[src/degd_pkg.sv]
// package: constants, register map and types of the data eeprom write guard
package degd_pkg;
    // register byte offsets on the apb bus, one aligned word each
    localparam logic [7:0] OFS_IRQ_GLOBAL = 8'h00;
    localparam logic [7:0] OFS_ADDRESS    = 8'h04;
    localparam logic [7:0] OFS_DATA       = 8'h08;
    localparam logic [7:0] OFS_UNLOCK_KEY = 8'h0c;
    localparam logic [7:0] OFS_CONTROL    = 8'h10;
    localparam logic [7:0] OFS_PRIORITY2  = 8'h14;
    localparam logic [7:0] OFS_FLAGS2     = 8'h18;
    localparam logic [7:0] OFS_ENABLES2   = 8'h1c;

    // nvm_control_reg bit positions
    localparam int CTL_MEM_SPACE   = 7;
    localparam int CTL_CFG_SPACE   = 6;
    localparam int CTL_ABORTED     = 3;
    localparam int CTL_PERMIT      = 2;
    localparam int CTL_GO          = 1;
    localparam int CTL_READ        = 0;
    // interrupt_global_control bit positions
    localparam int IGC_GLOBAL_GATE = 7;
    localparam int IGC_PERIPH_GATE = 6;
    // position of the done flag, enable and priority in the peripheral registers
    localparam int PER_NVM_DONE    = 4;

    // values after reset
    localparam logic [7:0] RST_IRQ_GLOBAL = 8'h00;
    localparam logic [7:0] RST_ADDRESS    = 8'h00;
    localparam logic [7:0] RST_DATA       = 8'h00;
    localparam logic       RST_PRIORITY   = 1'b1;

    // unlock key bytes
    localparam logic [7:0] KEY_FIRST  = 8'h55;
    localparam logic [7:0] KEY_SECOND = 8'haa;

    // timing
    localparam longint CLK_HZ            = 20000000;
    localparam longint PWRT_MS           = 72;
    localparam longint PWRT_CYCLES       = (PWRT_MS * CLK_HZ) / 1000;
    localparam longint CELL_WRITE_US     = 4000;
    localparam longint CELL_WRITE_CYCLES = (CELL_WRITE_US * CLK_HZ) / 1000000;

    // unlock sequence tracker, one-hot
    typedef enum logic [2:0] {
        KEY_IDLE  = 3'b001,
        KEY_GOT55 = 3'b010,
        KEY_ARMED = 3'b100
    } degd_key_t;

    // external (programming side) access request
    typedef struct packed {
        logic       valid;
        logic       write;
        logic [7:0] addr;
        logic [7:0] wdata;
    } degd_ext_req_t;

    // external access answer
    typedef struct packed {
        logic       ack;
        logic       denied;
        logic [7:0] rdata;
    } degd_ext_rsp_t;
endpackage

[src/degd_cell_array.sv]
// byte-wide cell array with registered read data
`timescale 1ns/100ps
module degd_cell_array #(
    parameter int ADDR_W = 8,
    parameter int DATA_W = 8
) (
    // clock
    input  wire logic              clk_sys,
    // access port
    input  wire logic              we,
    input  wire logic              re,
    input  wire logic [ADDR_W-1:0] addr,
    input  wire logic [DATA_W-1:0] wdata,
    output logic      [DATA_W-1:0] rdata_q
);
    logic [DATA_W-1:0] cells [0:(1<<ADDR_W)-1];

    // array content is not reset: it models nonvolatile storage
    always_ff @(posedge clk_sys) begin
        if (we) begin
            cells[addr] <= wdata;
        end
        if (re) begin
            rdata_q <= cells[addr];
        end
    end
endmodule

[src/degd_write_guard.sv]
// data eeprom controller: apb registers, unlock guard, write timing, code protect, completion interrupt
//
// Summary of operation
// - every power-up clears the program permit bit.
// - core writes stay blocked while the power-up timer of 72 ms runs; external writes are not held by it.
// - write starts only after 55h, then AAh to key port, then go bit.
// - write completion raises an interrupt request that can wake the core.
// - go bit reads set for the whole write cycle.
// - read strobe loads the byte at the held address into the data register.
// - external access is refused while either code-protect bit is set.
// - the core reaches the array whatever the code-protect bits say.
// - every core access moves exactly one byte at the held address; external access uses its own address.
// - the key port has no storage; it only tracks the key sequence.
// - end of write clears go in hardware and sets the done flag.
// - go is refused unless permit was set by an earlier write.
// - control, address and data ignore writes while a write runs.
// - read byte is in the data register by the next access.
//
// Our own choices: the APB register port and the register addresses.
`timescale 1ns/100ps
module degd_write_guard
    import degd_pkg::*;
#(
    parameter int     ADDR_W      = 8,
    parameter longint PWRT_CYC    = PWRT_CYCLES,
    parameter longint WRITE_CYC   = CELL_WRITE_CYCLES
) (
    // clock and power-on / brown-out reset
    input  wire logic                  clk_sys,
    input  wire logic                  srst,
    // apb slave
    input  wire logic                  psel,
    input  wire logic                  penable,
    input  wire logic                  pwrite,
    input  wire logic [7:0]            paddr,
    input  wire logic [31:0]           pwdata,
    output logic                       pready,
    output logic      [31:0]           prdata,
    output logic                       pslverr,
    // code-protect configuration bits for the data array
    input  wire logic [1:0]            cp_data,
    // external programming access
    input  wire degd_pkg::degd_ext_req_t ext_req,
    output degd_pkg::degd_ext_rsp_t    ext_rsp,
    // interrupt and wake
    output logic                       nvm_irq,
    output logic                       nvm_irq_high,
    output logic                       nvm_wake
);
    import degd_pkg::*;

    localparam int TW = 32;

    function automatic logic is_reg(input logic [7:0] a, input logic [7:0] ofs);
        is_reg = (a == ofs);
    endfunction

    // register state
    logic [7:0]  igc_q, igc_d;
    logic [7:0]  addr_q, addr_d;
    logic [7:0]  data_q, data_d;
    logic        msel_q, msel_d;
    logic        csel_q, csel_d;
    logic        permit_q, permit_d;
    logic        go_q, go_d;
    logic        rd_pend_q, rd_pend_d;
    logic        done_flag_q, done_flag_d;
    logic        done_en_q, done_en_d;
    logic        done_prio_q, done_prio_d;
    degd_key_t   key_q, key_d;
    logic [TW-1:0] pwrt_q, pwrt_d;
    logic [TW-1:0] wcnt_q, wcnt_d;
    logic        ext_pend_q, ext_pend_d;
    degd_ext_rsp_t rsp_q, rsp_d;
    logic [31:0] prdata_q, prdata_d;
    logic        slverr_q, slverr_d;

    // array port
    logic              mem_we;
    logic              mem_re;
    logic [ADDR_W-1:0] mem_addr;
    logic [7:0]        mem_wdata;
    logic [7:0]        mem_rdata;

    logic        bus_setup;
    logic        bus_wr;
    logic        mapped;
    logic        start_write;
    logic        pwrt_done;
    logic        done_evt;

    degd_cell_array #(
        .ADDR_W (ADDR_W),
        .DATA_W (8)
    ) u_cells (
        .clk_sys (clk_sys),
        .we      (mem_we),
        .re      (mem_re),
        .addr    (mem_addr),
        .wdata   (mem_wdata),
        .rdata_q (mem_rdata)
    );

    // zero wait states: answers are formed in the setup cycle and shown in the access cycle
    assign pready    = 1'b1;
    assign prdata    = prdata_q;
    assign pslverr   = slverr_q;
    assign bus_setup = psel && !penable;
    assign bus_wr    = psel && penable && pwrite && mapped;
    assign pwrt_done = (pwrt_q == '0);
    assign ext_rsp   = rsp_q;

    assign mapped = is_reg(paddr, OFS_IRQ_GLOBAL) || is_reg(paddr, OFS_ADDRESS) ||
                    is_reg(paddr, OFS_DATA) || is_reg(paddr, OFS_UNLOCK_KEY) ||
                    is_reg(paddr, OFS_CONTROL) || is_reg(paddr, OFS_PRIORITY2) ||
                    is_reg(paddr, OFS_FLAGS2) || is_reg(paddr, OFS_ENABLES2);

    // old permit value, armed key, both select bits written clear, idle, timer expired
    assign start_write = bus_wr && is_reg(paddr, OFS_CONTROL) && pwdata[CTL_GO] &&
                         permit_q && (key_q == KEY_ARMED) && !go_q && pwrt_done &&
                         !pwdata[CTL_MEM_SPACE] && !pwdata[CTL_CFG_SPACE];

    assign done_evt = go_q && (wcnt_q == TW'(1));

    // interrupt outputs: irq and wake both ignore the global gate, so sleep can end on completion
    assign nvm_wake     = done_flag_q && done_en_q;
    assign nvm_irq      = done_flag_q && done_en_q;
    assign nvm_irq_high = done_flag_q && done_en_q && done_prio_q;

    // array port arbitration: write start, then core read, then external access
    always_comb begin
        mem_we    = 1'b0;
        mem_re    = 1'b0;
        mem_addr  = addr_q[ADDR_W-1:0];
        mem_wdata = data_q;
        if (start_write) begin
            mem_we = 1'b1;
        end else if (bus_wr && is_reg(paddr, OFS_CONTROL) && pwdata[CTL_READ] && !go_q &&
                     !pwdata[CTL_MEM_SPACE] && !pwdata[CTL_CFG_SPACE]) begin
            mem_re = 1'b1;
        end else if (ext_req.valid && !ext_pend_q && !rsp_q.ack && !go_q && (cp_data == 2'b00)) begin
            mem_addr  = ext_req.addr[ADDR_W-1:0];
            mem_wdata = ext_req.wdata;
            mem_we    = ext_req.write;
            mem_re    = !ext_req.write;
        end
    end

    // register next values
    always_comb begin
        igc_d       = igc_q;
        addr_d      = addr_q;
        data_d      = data_q;
        msel_d      = msel_q;
        csel_d      = csel_q;
        permit_d    = permit_q;
        go_d        = go_q;
        rd_pend_d   = 1'b0;
        done_flag_d = done_flag_q;
        done_en_d   = done_en_q;
        done_prio_d = done_prio_q;
        key_d       = key_q;
        pwrt_d      = pwrt_q;
        wcnt_d      = wcnt_q;
        ext_pend_d  = 1'b0;
        rsp_d       = '0;
        rsp_d.rdata = rsp_q.rdata;
        prdata_d    = prdata_q;
        slverr_d    = 1'b0;

        if (!pwrt_done) begin
            pwrt_d = pwrt_q - TW'(1);
        end

        // key tracker: any mapped write that is not the next step or a fresh 55h drops the sequence
        if (bus_wr) begin
            if (is_reg(paddr, OFS_UNLOCK_KEY)) begin
                if (pwdata[7:0] == KEY_FIRST) begin
                    key_d = KEY_GOT55;
                end else if (pwdata[7:0] == KEY_SECOND && key_q == KEY_GOT55) begin
                    key_d = KEY_ARMED;
                end else begin
                    key_d = KEY_IDLE;
                end
            end else begin
                key_d = KEY_IDLE;
            end
        end

        // software writes; holding registers frozen during a write cycle
        if (bus_wr) begin
            if (is_reg(paddr, OFS_IRQ_GLOBAL)) begin
                igc_d = pwdata[7:0];
            end
            if (!go_q) begin
                if (is_reg(paddr, OFS_ADDRESS)) begin
                    addr_d = pwdata[7:0];
                end
                if (is_reg(paddr, OFS_DATA)) begin
                    data_d = pwdata[7:0];
                end
                if (is_reg(paddr, OFS_CONTROL)) begin
                    msel_d   = pwdata[CTL_MEM_SPACE];
                    csel_d   = pwdata[CTL_CFG_SPACE];
                    permit_d = pwdata[CTL_PERMIT];
                    // only a core strobe may reload the data register, never an external read sharing the port
                    rd_pend_d = mem_re && pwdata[CTL_READ] && !pwdata[CTL_MEM_SPACE] && !pwdata[CTL_CFG_SPACE];
                end
            end
            if (is_reg(paddr, OFS_FLAGS2) && pwdata[PER_NVM_DONE]) begin
                done_flag_d = 1'b0;
            end
            if (is_reg(paddr, OFS_ENABLES2)) begin
                done_en_d = pwdata[PER_NVM_DONE];
            end
            if (is_reg(paddr, OFS_PRIORITY2)) begin
                done_prio_d = pwdata[PER_NVM_DONE];
            end
        end

        // read byte lands one cycle after the strobe, before the next access ends
        if (rd_pend_q) begin
            data_d = mem_rdata;
        end

        if (start_write) begin
            go_d   = 1'b1;
            wcnt_d = TW'(WRITE_CYC);
        end else if (go_q) begin
            wcnt_d = wcnt_q - TW'(1);
            if (done_evt) begin
                go_d = 1'b0;
            end
        end

        // completion sets the flag; set wins over a clear in the same cycle
        if (done_evt) begin
            done_flag_d = 1'b1;
        end

        // external access: refused at once while either protect bit is set
        if (ext_pend_q) begin
            rsp_d.ack   = 1'b1;
            rsp_d.rdata = mem_rdata;
        end else if (ext_req.valid && !rsp_q.ack && (cp_data != 2'b00)) begin
            rsp_d.ack    = 1'b1;
            rsp_d.denied = 1'b1;
        end else if (mem_we && !start_write) begin
            rsp_d.ack = 1'b1;
        end else if (mem_re && !(bus_wr && is_reg(paddr, OFS_CONTROL))) begin
            ext_pend_d = 1'b1;
        end

        // read data and error are formed in the setup cycle
        if (bus_setup) begin
            prdata_d = '0;
            slverr_d = !mapped;
            if (!pwrite) begin
                if (is_reg(paddr, OFS_IRQ_GLOBAL)) begin
                    prdata_d[7:0] = igc_q;
                end
                if (is_reg(paddr, OFS_ADDRESS)) begin
                    prdata_d[7:0] = addr_q;
                end
                if (is_reg(paddr, OFS_DATA)) begin
                    prdata_d[7:0] = rd_pend_q ? mem_rdata : data_q;
                end
                if (is_reg(paddr, OFS_CONTROL)) begin
                    prdata_d[CTL_MEM_SPACE] = msel_q;
                    prdata_d[CTL_CFG_SPACE] = csel_q;
                    prdata_d[CTL_PERMIT]    = permit_q;
                    prdata_d[CTL_GO]        = go_q;
                    prdata_d[CTL_READ]      = rd_pend_q;
                end
                if (is_reg(paddr, OFS_FLAGS2)) begin
                    prdata_d[PER_NVM_DONE] = done_flag_q;
                end
                if (is_reg(paddr, OFS_ENABLES2)) begin
                    prdata_d[PER_NVM_DONE] = done_en_q;
                end
                if (is_reg(paddr, OFS_PRIORITY2)) begin
                    prdata_d[PER_NVM_DONE] = done_prio_q;
                end
            end
        end
    end

    always_ff @(posedge clk_sys) begin
        if (srst) begin
            igc_q       <= RST_IRQ_GLOBAL;
            addr_q      <= RST_ADDRESS;
            data_q      <= RST_DATA;
            msel_q      <= 1'b0;
            csel_q      <= 1'b0;
            permit_q    <= 1'b0;
            go_q        <= 1'b0;
            rd_pend_q   <= 1'b0;
            done_flag_q <= 1'b0;
            done_en_q   <= 1'b0;
            done_prio_q <= RST_PRIORITY;
            key_q       <= KEY_IDLE;
            pwrt_q      <= TW'(PWRT_CYC);
            wcnt_q      <= '0;
            ext_pend_q  <= 1'b0;
            rsp_q       <= '0;
            prdata_q    <= '0;
            slverr_q    <= 1'b0;
        end else begin
            igc_q       <= igc_d;
            addr_q      <= addr_d;
            data_q      <= data_d;
            msel_q      <= msel_d;
            csel_q      <= csel_d;
            permit_q    <= permit_d;
            go_q        <= go_d;
            rd_pend_q   <= rd_pend_d;
            done_flag_q <= done_flag_d;
            done_en_q   <= done_en_d;
            done_prio_q <= done_prio_d;
            key_q       <= key_d;
            pwrt_q      <= pwrt_d;
            wcnt_q      <= wcnt_d;
            ext_pend_q  <= ext_pend_d;
            rsp_q       <= rsp_d;
            prdata_q    <= prdata_d;
            slverr_q    <= slverr_d;
        end
    end
endmodule

[config.mk]
export PLATFORM = sky130hd
export DESIGN_NAME = degd_write_guard
export DESIGN_NICKNAME = d
export VERILOG_FILES = /design/src/degd_pkg.sv /design/src/degd_cell_array.sv /design/src/degd_write_guard.sv
export SDC_FILE = /design/constraint.sdc
export NUM_CORES = 2
export LEC_CHECK = 0
export BUFFER_PORTS_ARGS = -buffer_cell sky130_fd_sc_hd__buf_2
export CAP_MARGIN = 20
export CORE_MARGIN = 10
export CORE_UTILIZATION = 45
export CTS_CLUSTER_SIZE = 12
export DETAILED_ROUTE_END_ITERATION = 6
export GPL_TIMING_DRIVEN = 0
export PLACE_DENSITY = 0.65
export REMOVE_ABC_BUFFERS = 1
export SYNTH_ARGS = -nofsm -noshare
export SYNTH_HDL_FRONTEND = slang
export SYNTH_HIERARCHICAL = 1
export SYNTH_SLANG_ARGS = --single-unit
[constraint.sdc]
create_clock -name clk_sys -period 18.8 [get_ports clk_sys]
set_input_delay 1.88 -clock clk_sys [delete_from_list [all_inputs] [get_ports clk_sys]]
set_output_delay 1.88 -clock clk_sys [all_outputs]
set_load 0.005 [all_outputs]
Yosys cells after proc, flatten, opt, wreduce, memory -nomap -nowiden
Memories as Yosys holds them, arrays and structs flattened. A register that Yosys moved wholly into a read port is not among the register bits.
Cells that the tools add are included.
Word-level totals
  memory bits (writable): 2048
  flip-flop bits (word level): 119
  memories kept: 1
  output and inout bits: 47
Operators by class
  reduce and logical (&&, ||, !) cells: 70
  multiplexer cells: 44
  equality and inequality tests: 13
  $add $sub $neg: 2
  bitwise gates (word level): 4
Memories
  u_cells.cells: depth 256, width 8, read ports 1, clocked after Yosys merged registers in 1, write ports 1, RTL line degd_cell_array.sv:16  | logic [DATA_W-1:0] cells [0:(1<<ADDR_W)-1];
Operators by type and width (count)
  $mux W8: 15
  $sub A32 B1 Y32 const B: 2
  $mux W17: 2
  $eq A32 B1 Y1 const B: 1
  $eq A8 B5 Y1 const B: 4
  $logic_and A1 B1 Y1: 32
  $logic_not A32 Y1: 1
  $mux W1: 22
  $eq A8 B4 Y1 const B: 2
  $mux W3: 4
  $reduce_bool A2 Y1: 6
  $logic_not A1 Y1: 10
  $reduce_and A3 Y1: 3
  $eq A8 B3 Y1 const B: 1
  $eq A8 B7 Y1 const B: 1
  $eq A8 B8 Y1 const B: 1
  $logic_not A8 Y1: 1
  $reduce_and A2 Y1: 4
  $reduce_or A4 Y1: 2
  $logic_or A1 B1 Y1: 7
  $reduce_or A2 Y1: 3
  $not A1 Y1: 4
  $eq A3 B2 Y1 const B: 1
  $eq A3 B3 Y1 const B: 1
  3 further kinds: 3

Logic depth before layout (Yosys ltp)
  depth after elaboration: 22
  depth in mapped cells: 18
  mapped depth without buffers: 12

Modules after synthesis
Netlist, hierarchy kept.
By module, submodules not included
  degd_cell_array: area an instance 78572.9 um^2, times used 1, cells an instance 3547, seq. area each 61739.2 um^2
  degd_write_guard: area an instance 6708.9 um^2, times used 1, cells an instance 842, seq. area each 2382.3 um^2

Worst setup path before layout
No wires, ideal clock.
  path kind: input to register
  from: in paddr[5]
  to: mem u_cells.cells[0][0], data pin
  path slack: 10.738 ns
  stages: 6
  setup time: 1.516 ns
  arrival time: 6.547 ns
  cells stage by stage: or4b_1 or4_4 clkbuf_1 nand3_1 and3_1 nand3_1
On the way
  cells in the longest elaborated chain, start to end: 18
  elaborated cells on any way between the ends: 30
  those cells by class: eq/ne (7); mux (2); reduce/logical (21)
RTL lines
  from (decl): RTL line degd_write_guard.sv:35  | input wire logic [7:0] paddr,
  $eq A8 B3 Y1 or $logic_not A8 Y1 (tied branches): RTL line degd_write_guard.sv:55  | is_reg = (a == ofs);
  $logic_or A1 B1 Y1 (2 in series): RTL line degd_write_guard.sv:113  | assign mapped = is_reg(paddr, OFS_IRQ_GLOBAL) || is_reg(paddr, OFS_ADDRESS) ||
  $logic_or A1 B1 Y1 (2 in series): RTL line degd_write_guard.sv:114  | is_reg(paddr, OFS_DATA) || is_reg(paddr, OFS_UNLOCK_KEY) ||
  $logic_or A1 B1 Y1 (2 in series): RTL line degd_write_guard.sv:115  | is_reg(paddr, OFS_CONTROL) || is_reg(paddr, OFS_PRIORITY2) ||
  $logic_or A1 B1 Y1: RTL line degd_write_guard.sv:116  | is_reg(paddr, OFS_FLAGS2) || is_reg(paddr, OFS_ENABLES2);
  $logic_and A1 B1 Y1: RTL line degd_write_guard.sv:109  | assign bus_wr = psel && penable && pwrite && mapped;
  $logic_and A1 B1 Y1 *: RTL line degd_write_guard.sv:119, degd_write_guard.sv:138
  $logic_and A1 B1 Y1 (2 in series): RTL line degd_write_guard.sv:119  | assign start_write = bus_wr && is_reg(paddr, OFS_CONTROL) && pwdata[CTL_GO] &&
  $logic_and A1 B1 Y1 (4 in series): RTL line degd_write_guard.sv:120  | permit_q && (key_q == KEY_ARMED) && !go_q && pwrt_done &&
  $logic_and A1 B1 Y1: RTL line degd_write_guard.sv:121  | !pwdata[CTL_MEM_SPACE] && !pwdata[CTL_CFG_SPACE];
  $mux W8 *: RTL line degd_write_guard.sv:136  | if (start_write) begin
  named net mem_wdata[0]: RTL line degd_write_guard.sv:82  | logic [7:0] mem_wdata;
  to (decl): RTL line degd_cell_array.sv:16
Mark *: on every way through the listed nets, which the timed path passes. The rest lies on a longest branch.

Worst setup path in the final report
  from: in paddr[5]
  to: reg u_cells.rdata_q[3], read port of u_cells.cells, data pin
On the way
  cells in the longest elaborated chain, start to end: 18
  elaborated cells on any way between the ends: 32
  those cells by class: eq/ne (7); mux (4); reduce/logical (21)
RTL lines
  $eq A8 B3 Y1 or $logic_not A8 Y1 (tied branches): RTL line degd_write_guard.sv:55
  $logic_or A1 B1 Y1 (2 in series): RTL line degd_write_guard.sv:113
  $logic_or A1 B1 Y1 (2 in series): RTL line degd_write_guard.sv:114
  $logic_or A1 B1 Y1 (2 in series): RTL line degd_write_guard.sv:115
  $logic_or A1 B1 Y1: RTL line degd_write_guard.sv:116
  $logic_and A1 B1 Y1: RTL line degd_write_guard.sv:109
  $logic_and A1 B1 Y1 *: RTL line degd_write_guard.sv:119, degd_write_guard.sv:138
  $logic_and A1 B1 Y1 (2 in series): RTL line degd_write_guard.sv:119
  $logic_and A1 B1 Y1 (4 in series): RTL line degd_write_guard.sv:120
  $logic_and A1 B1 Y1: RTL line degd_write_guard.sv:121
  $mux W8 *: RTL line degd_write_guard.sv:136
  named net mem_addr[0]: RTL line degd_write_guard.sv:81  | logic [ADDR_W-1:0] mem_addr;
  to (decl): RTL line degd_cell_array.sv:14  | output logic [DATA_W-1:0] rdata_q
Marks and branches as above.
A chain may end at the register's enable or synchronous reset.

==> impl_metrics.csv <==
group,metric,value,unit
finish,instances_no_fill,7173,
grt,grtUsageMet1,0.278,
clocking,clockRootBuffer,"clkbuf_16",
drt,viasPerCell,6.12,
critical_path,start_kind,"input pin",
grt,grt_util_met2,0.297,
drt,ant_nets,0,
critical_path,r2r_cells,20,
pwr,comb_power_share,0.048,
critical_path,cp.depth,23,
hold_path,hold-path-cell-count,2,
synthesis,synth_edf_count,2056,
placement,numPortBuffers,62,
grt,grt_antenna_before_repair,7,
drt,drc,0,
clocking,cts_hold_buf,0,
synthesis,synthFlopType,"edfxtp_1",
finish,mostFrequentLayoutCells,"edfxtp_1, mux4_2, nor2_1, a22oi_1, clkbuf_16",
synthesis,synth.distinct_cells,69,
clocking,cts_tree,"built",
pwr,leakagePower,31.2,nW
critical_path,cp.buffers_inverters,13,
clocking,clkTransAtPathRegs,0.06,ns
pwr,p_int,0.00756,W
synthesis,synth.largest_area_cell,"edfxtp_1",
critical_path,cp_common_cell,"buf_8",
finish,area_growth,13.8,%
synthesis,ys_ff_latch,2175,
pwr,p_seq_frac,0.555,
grt,grt_start_max_net_pins,85,
floorplanning,io_pins,112,
critical_path,critical-path-top-delay-family,"buffers and inverters",
synthesis,ys_seq_area_frac,0.752,
sta,finalCriticalPeriod,8.34,ns
grt,top_usage_layer,"met2",
synthesis,netlist_area,85300,um2
sta,grt_setup_unrepaired,"no",
floorplanning,rows,159,
synthesis,syn_inst,4389,
critical_path,crit_arrival,8.79,ns
drt,firstDrtPassIters,6,
drt,routedWlPerCell,28.3,um
pwr,clkPwrFrac,0.396,
synthesis,synth_top_area_share,0.724,
sta,drv_slew,0,
outcome,outcome,"complete, no violations",
pwr,peakVddDrop,0.0000968,V
critical_path,cp-end-kind,"register",
grt,grt_use_met3,0.0429,
sta,post-route-period-util,0.444,
placement,gp_congestion,0.821,
drt,dr.first_iter.drc_count,5240,
finish,nets,4642,
sta,finalHoldViolations,0,
clocking,cts_buffer_depth,3,
clocking,cts_resized,0,
critical_path,crit_path_max_fanout,15,
grt,grt-ovfl-total,0,
synthesis,synthTopCellsByArea,"edfxtp_1, mux4_2, dfxtp_1",
synthesis,yosys_warnings,6,
run,drv_cap,0,
synthesis,avgSynthCellArea,19.4,um2
sta,finalSetupViolCount,0,
sta,maxSlewHeadroom,0.184,
finish,drive_gt1_frac,0.233,
grt,grt_pass1_vias,43351,
sta,setup_tns,0,ns
hold_path,hp-class,"register to register",
clocking,h-tree-depth,4,
sta,max_freq,120,MHz
critical_path,critPathSlowestCell,"o41ai_1",
sta,fin_skew,0.0398,ns
floorplanning,fp.dieArea,207000,um2
finish,mostFrequentLayoutCell,"edfxtp_1",
floorplanning,start_util,0.453,
floorplanning,die_y,455,um
pwr,powerDensity,98.3,nW/um2
clocking,cts_inserted_buffers,210,
placement,dpl.cell_count,6855,
synthesis,async_reset_ff_frac,0,
critical_path,cpPeakStageDelay,1.05,ns
clocking,cts_sinks,2175,
floorplanning,core-area,188000,um2
pwr,netSwitchingFraction,0.208,
sta,hold_ws,0.455,ns
critical_path,worst-endpoint-required,19.25,ns
grt,grt_pass1_wl,296000,um
clocking,cts_setup_buffers,0,
pwr,p_switching,0.00199,W
clocking,clkLatencyLatePin,0.84,ns
critical_path,path_class,"input pin to register",
floorplanning,die_w,455,um
sta,tightestPinTransition,1.21,ns
drt,via_count,43884,
grt,track_usage,0.193,
placement,dp_hpwl,128000,um
critical_path,worstPathCellList,"buf_2 > or4b_1 > nor4_2 > buf_4 > nand3_1 > nand3_1 > nand3b_1 > buf_8 > buf_16 > buf_8 > buf_8 > buf_8 > buf_8 > buf_8 > buf_16 > buf_16 > buf_8 > buf_16 > mux4_2 > a22oi_1 > a21oi_1 > o41ai_1 > nand4_1",
drt,route.final.wire_length,203000,um
-- state kept, by name (all words and copies together) (netlist names), 3 cells and up --
signal and cells:
addr_q 8, u_cells/cells 2048, prdata 8, pwrt_q 32
u_cells/rdata_q 8, ext_rsp 10, wcnt_q 32, igc_q 8
data_q 8, key_q 3
-- path summary, 6_finish.rpt --
check	startpoint	to	slack, ns
max	paddr[5]	u_cells/rdata_q[3]	10.46
min	igc_q[0]	igc_q[0]	0.45
max reg2reg	pwrt_q[8]	u_cells/rdata_q[3]	11.21
min reg2reg	igc_q[0]	igc_q[0]	0.45
-- metrics by stage --
stage                util  worst slack [ns]  area (um2)  total power (W)
finish              0.516             10.46       97000          0.00954
floorplan               -            -15.59       83800          0.00595
global route        0.516             10.24       97000          0.00982
CTS                 0.515             10.57       97000          0.00961
detailed placement  0.484              9.70       91100          0.00586
global placement    0.464            -35.29       87300          0.00628
-- final cells by class --
class                           instances  area [um2]
Multi-Input combinational cell       1908       20000
Clock inverter                         35         272
Tap cell                             2495        3120
Timing Repair Buffer                  263        3830
Fill cell                           14675       91200
Clock buffer                          280        5680
Inverter                               16        60.1
Sequential cell                      2175       64100
Antenna cell                            1        2.50
-- Yosys cell counts, drive strengths merged (29+ instances only) --
master and count:
nand2 121, nand3 77, o41ai 38, a22oi 257
edfxtp 2056, nor2 308, dfxtp 119, clkbuf 187
a21oi 175, nand4 32, nor3 57, nor4 29
buf 126, mux4 512
-- tightest hold or removal path: stages (launching register included) --
cell,delay (ns)
dfxtp_1,0.31
nand2_1,0.05
a21oi_1,0.05
-- cells by family (layout without fill, tap and decap cells) --
kind of cell	count (synthesis)	in the layout	share of synthesized area
DFF	2175	2175	0.752
and+or+nand+nor	757	757	0.0433
buffers and inverters	329	594	0.0187
adders and majority gates	3	3	0.000440
other	2	26	0.0000881
AOI/OAI and AO/OA	558	558	0.0446
muxes	533	533	0.138
xor gates and xnor gates	32	32	0.00329
-- power groups by stage --
| stage | sequential (W) | combinational, W | clock, W |
|---|---|---|---|
| floorplan | 0.00543 | 0.000519 | 0 |
| global placement | 0.00546 | 0.000813 | 0 |
| detailed placement | 0.00540 | 0.000458 | 0 |
| CTS | 0.00530 | 0.000460 | 0.00385 |
| global route | 0.00530 | 0.000489 | 0.00404 |
| finish | 0.00530 | 0.000462 | 0.00378 |
-- per-layer routing --
layer	vias to the layer above	part of all wire
met5	-	0
met4	0	0.029
met3	305	0.097
met2	2067	0.47
met1	23049	0.41
li1	18463	-
No activity file was read; power rests on OpenSTA's default activity.
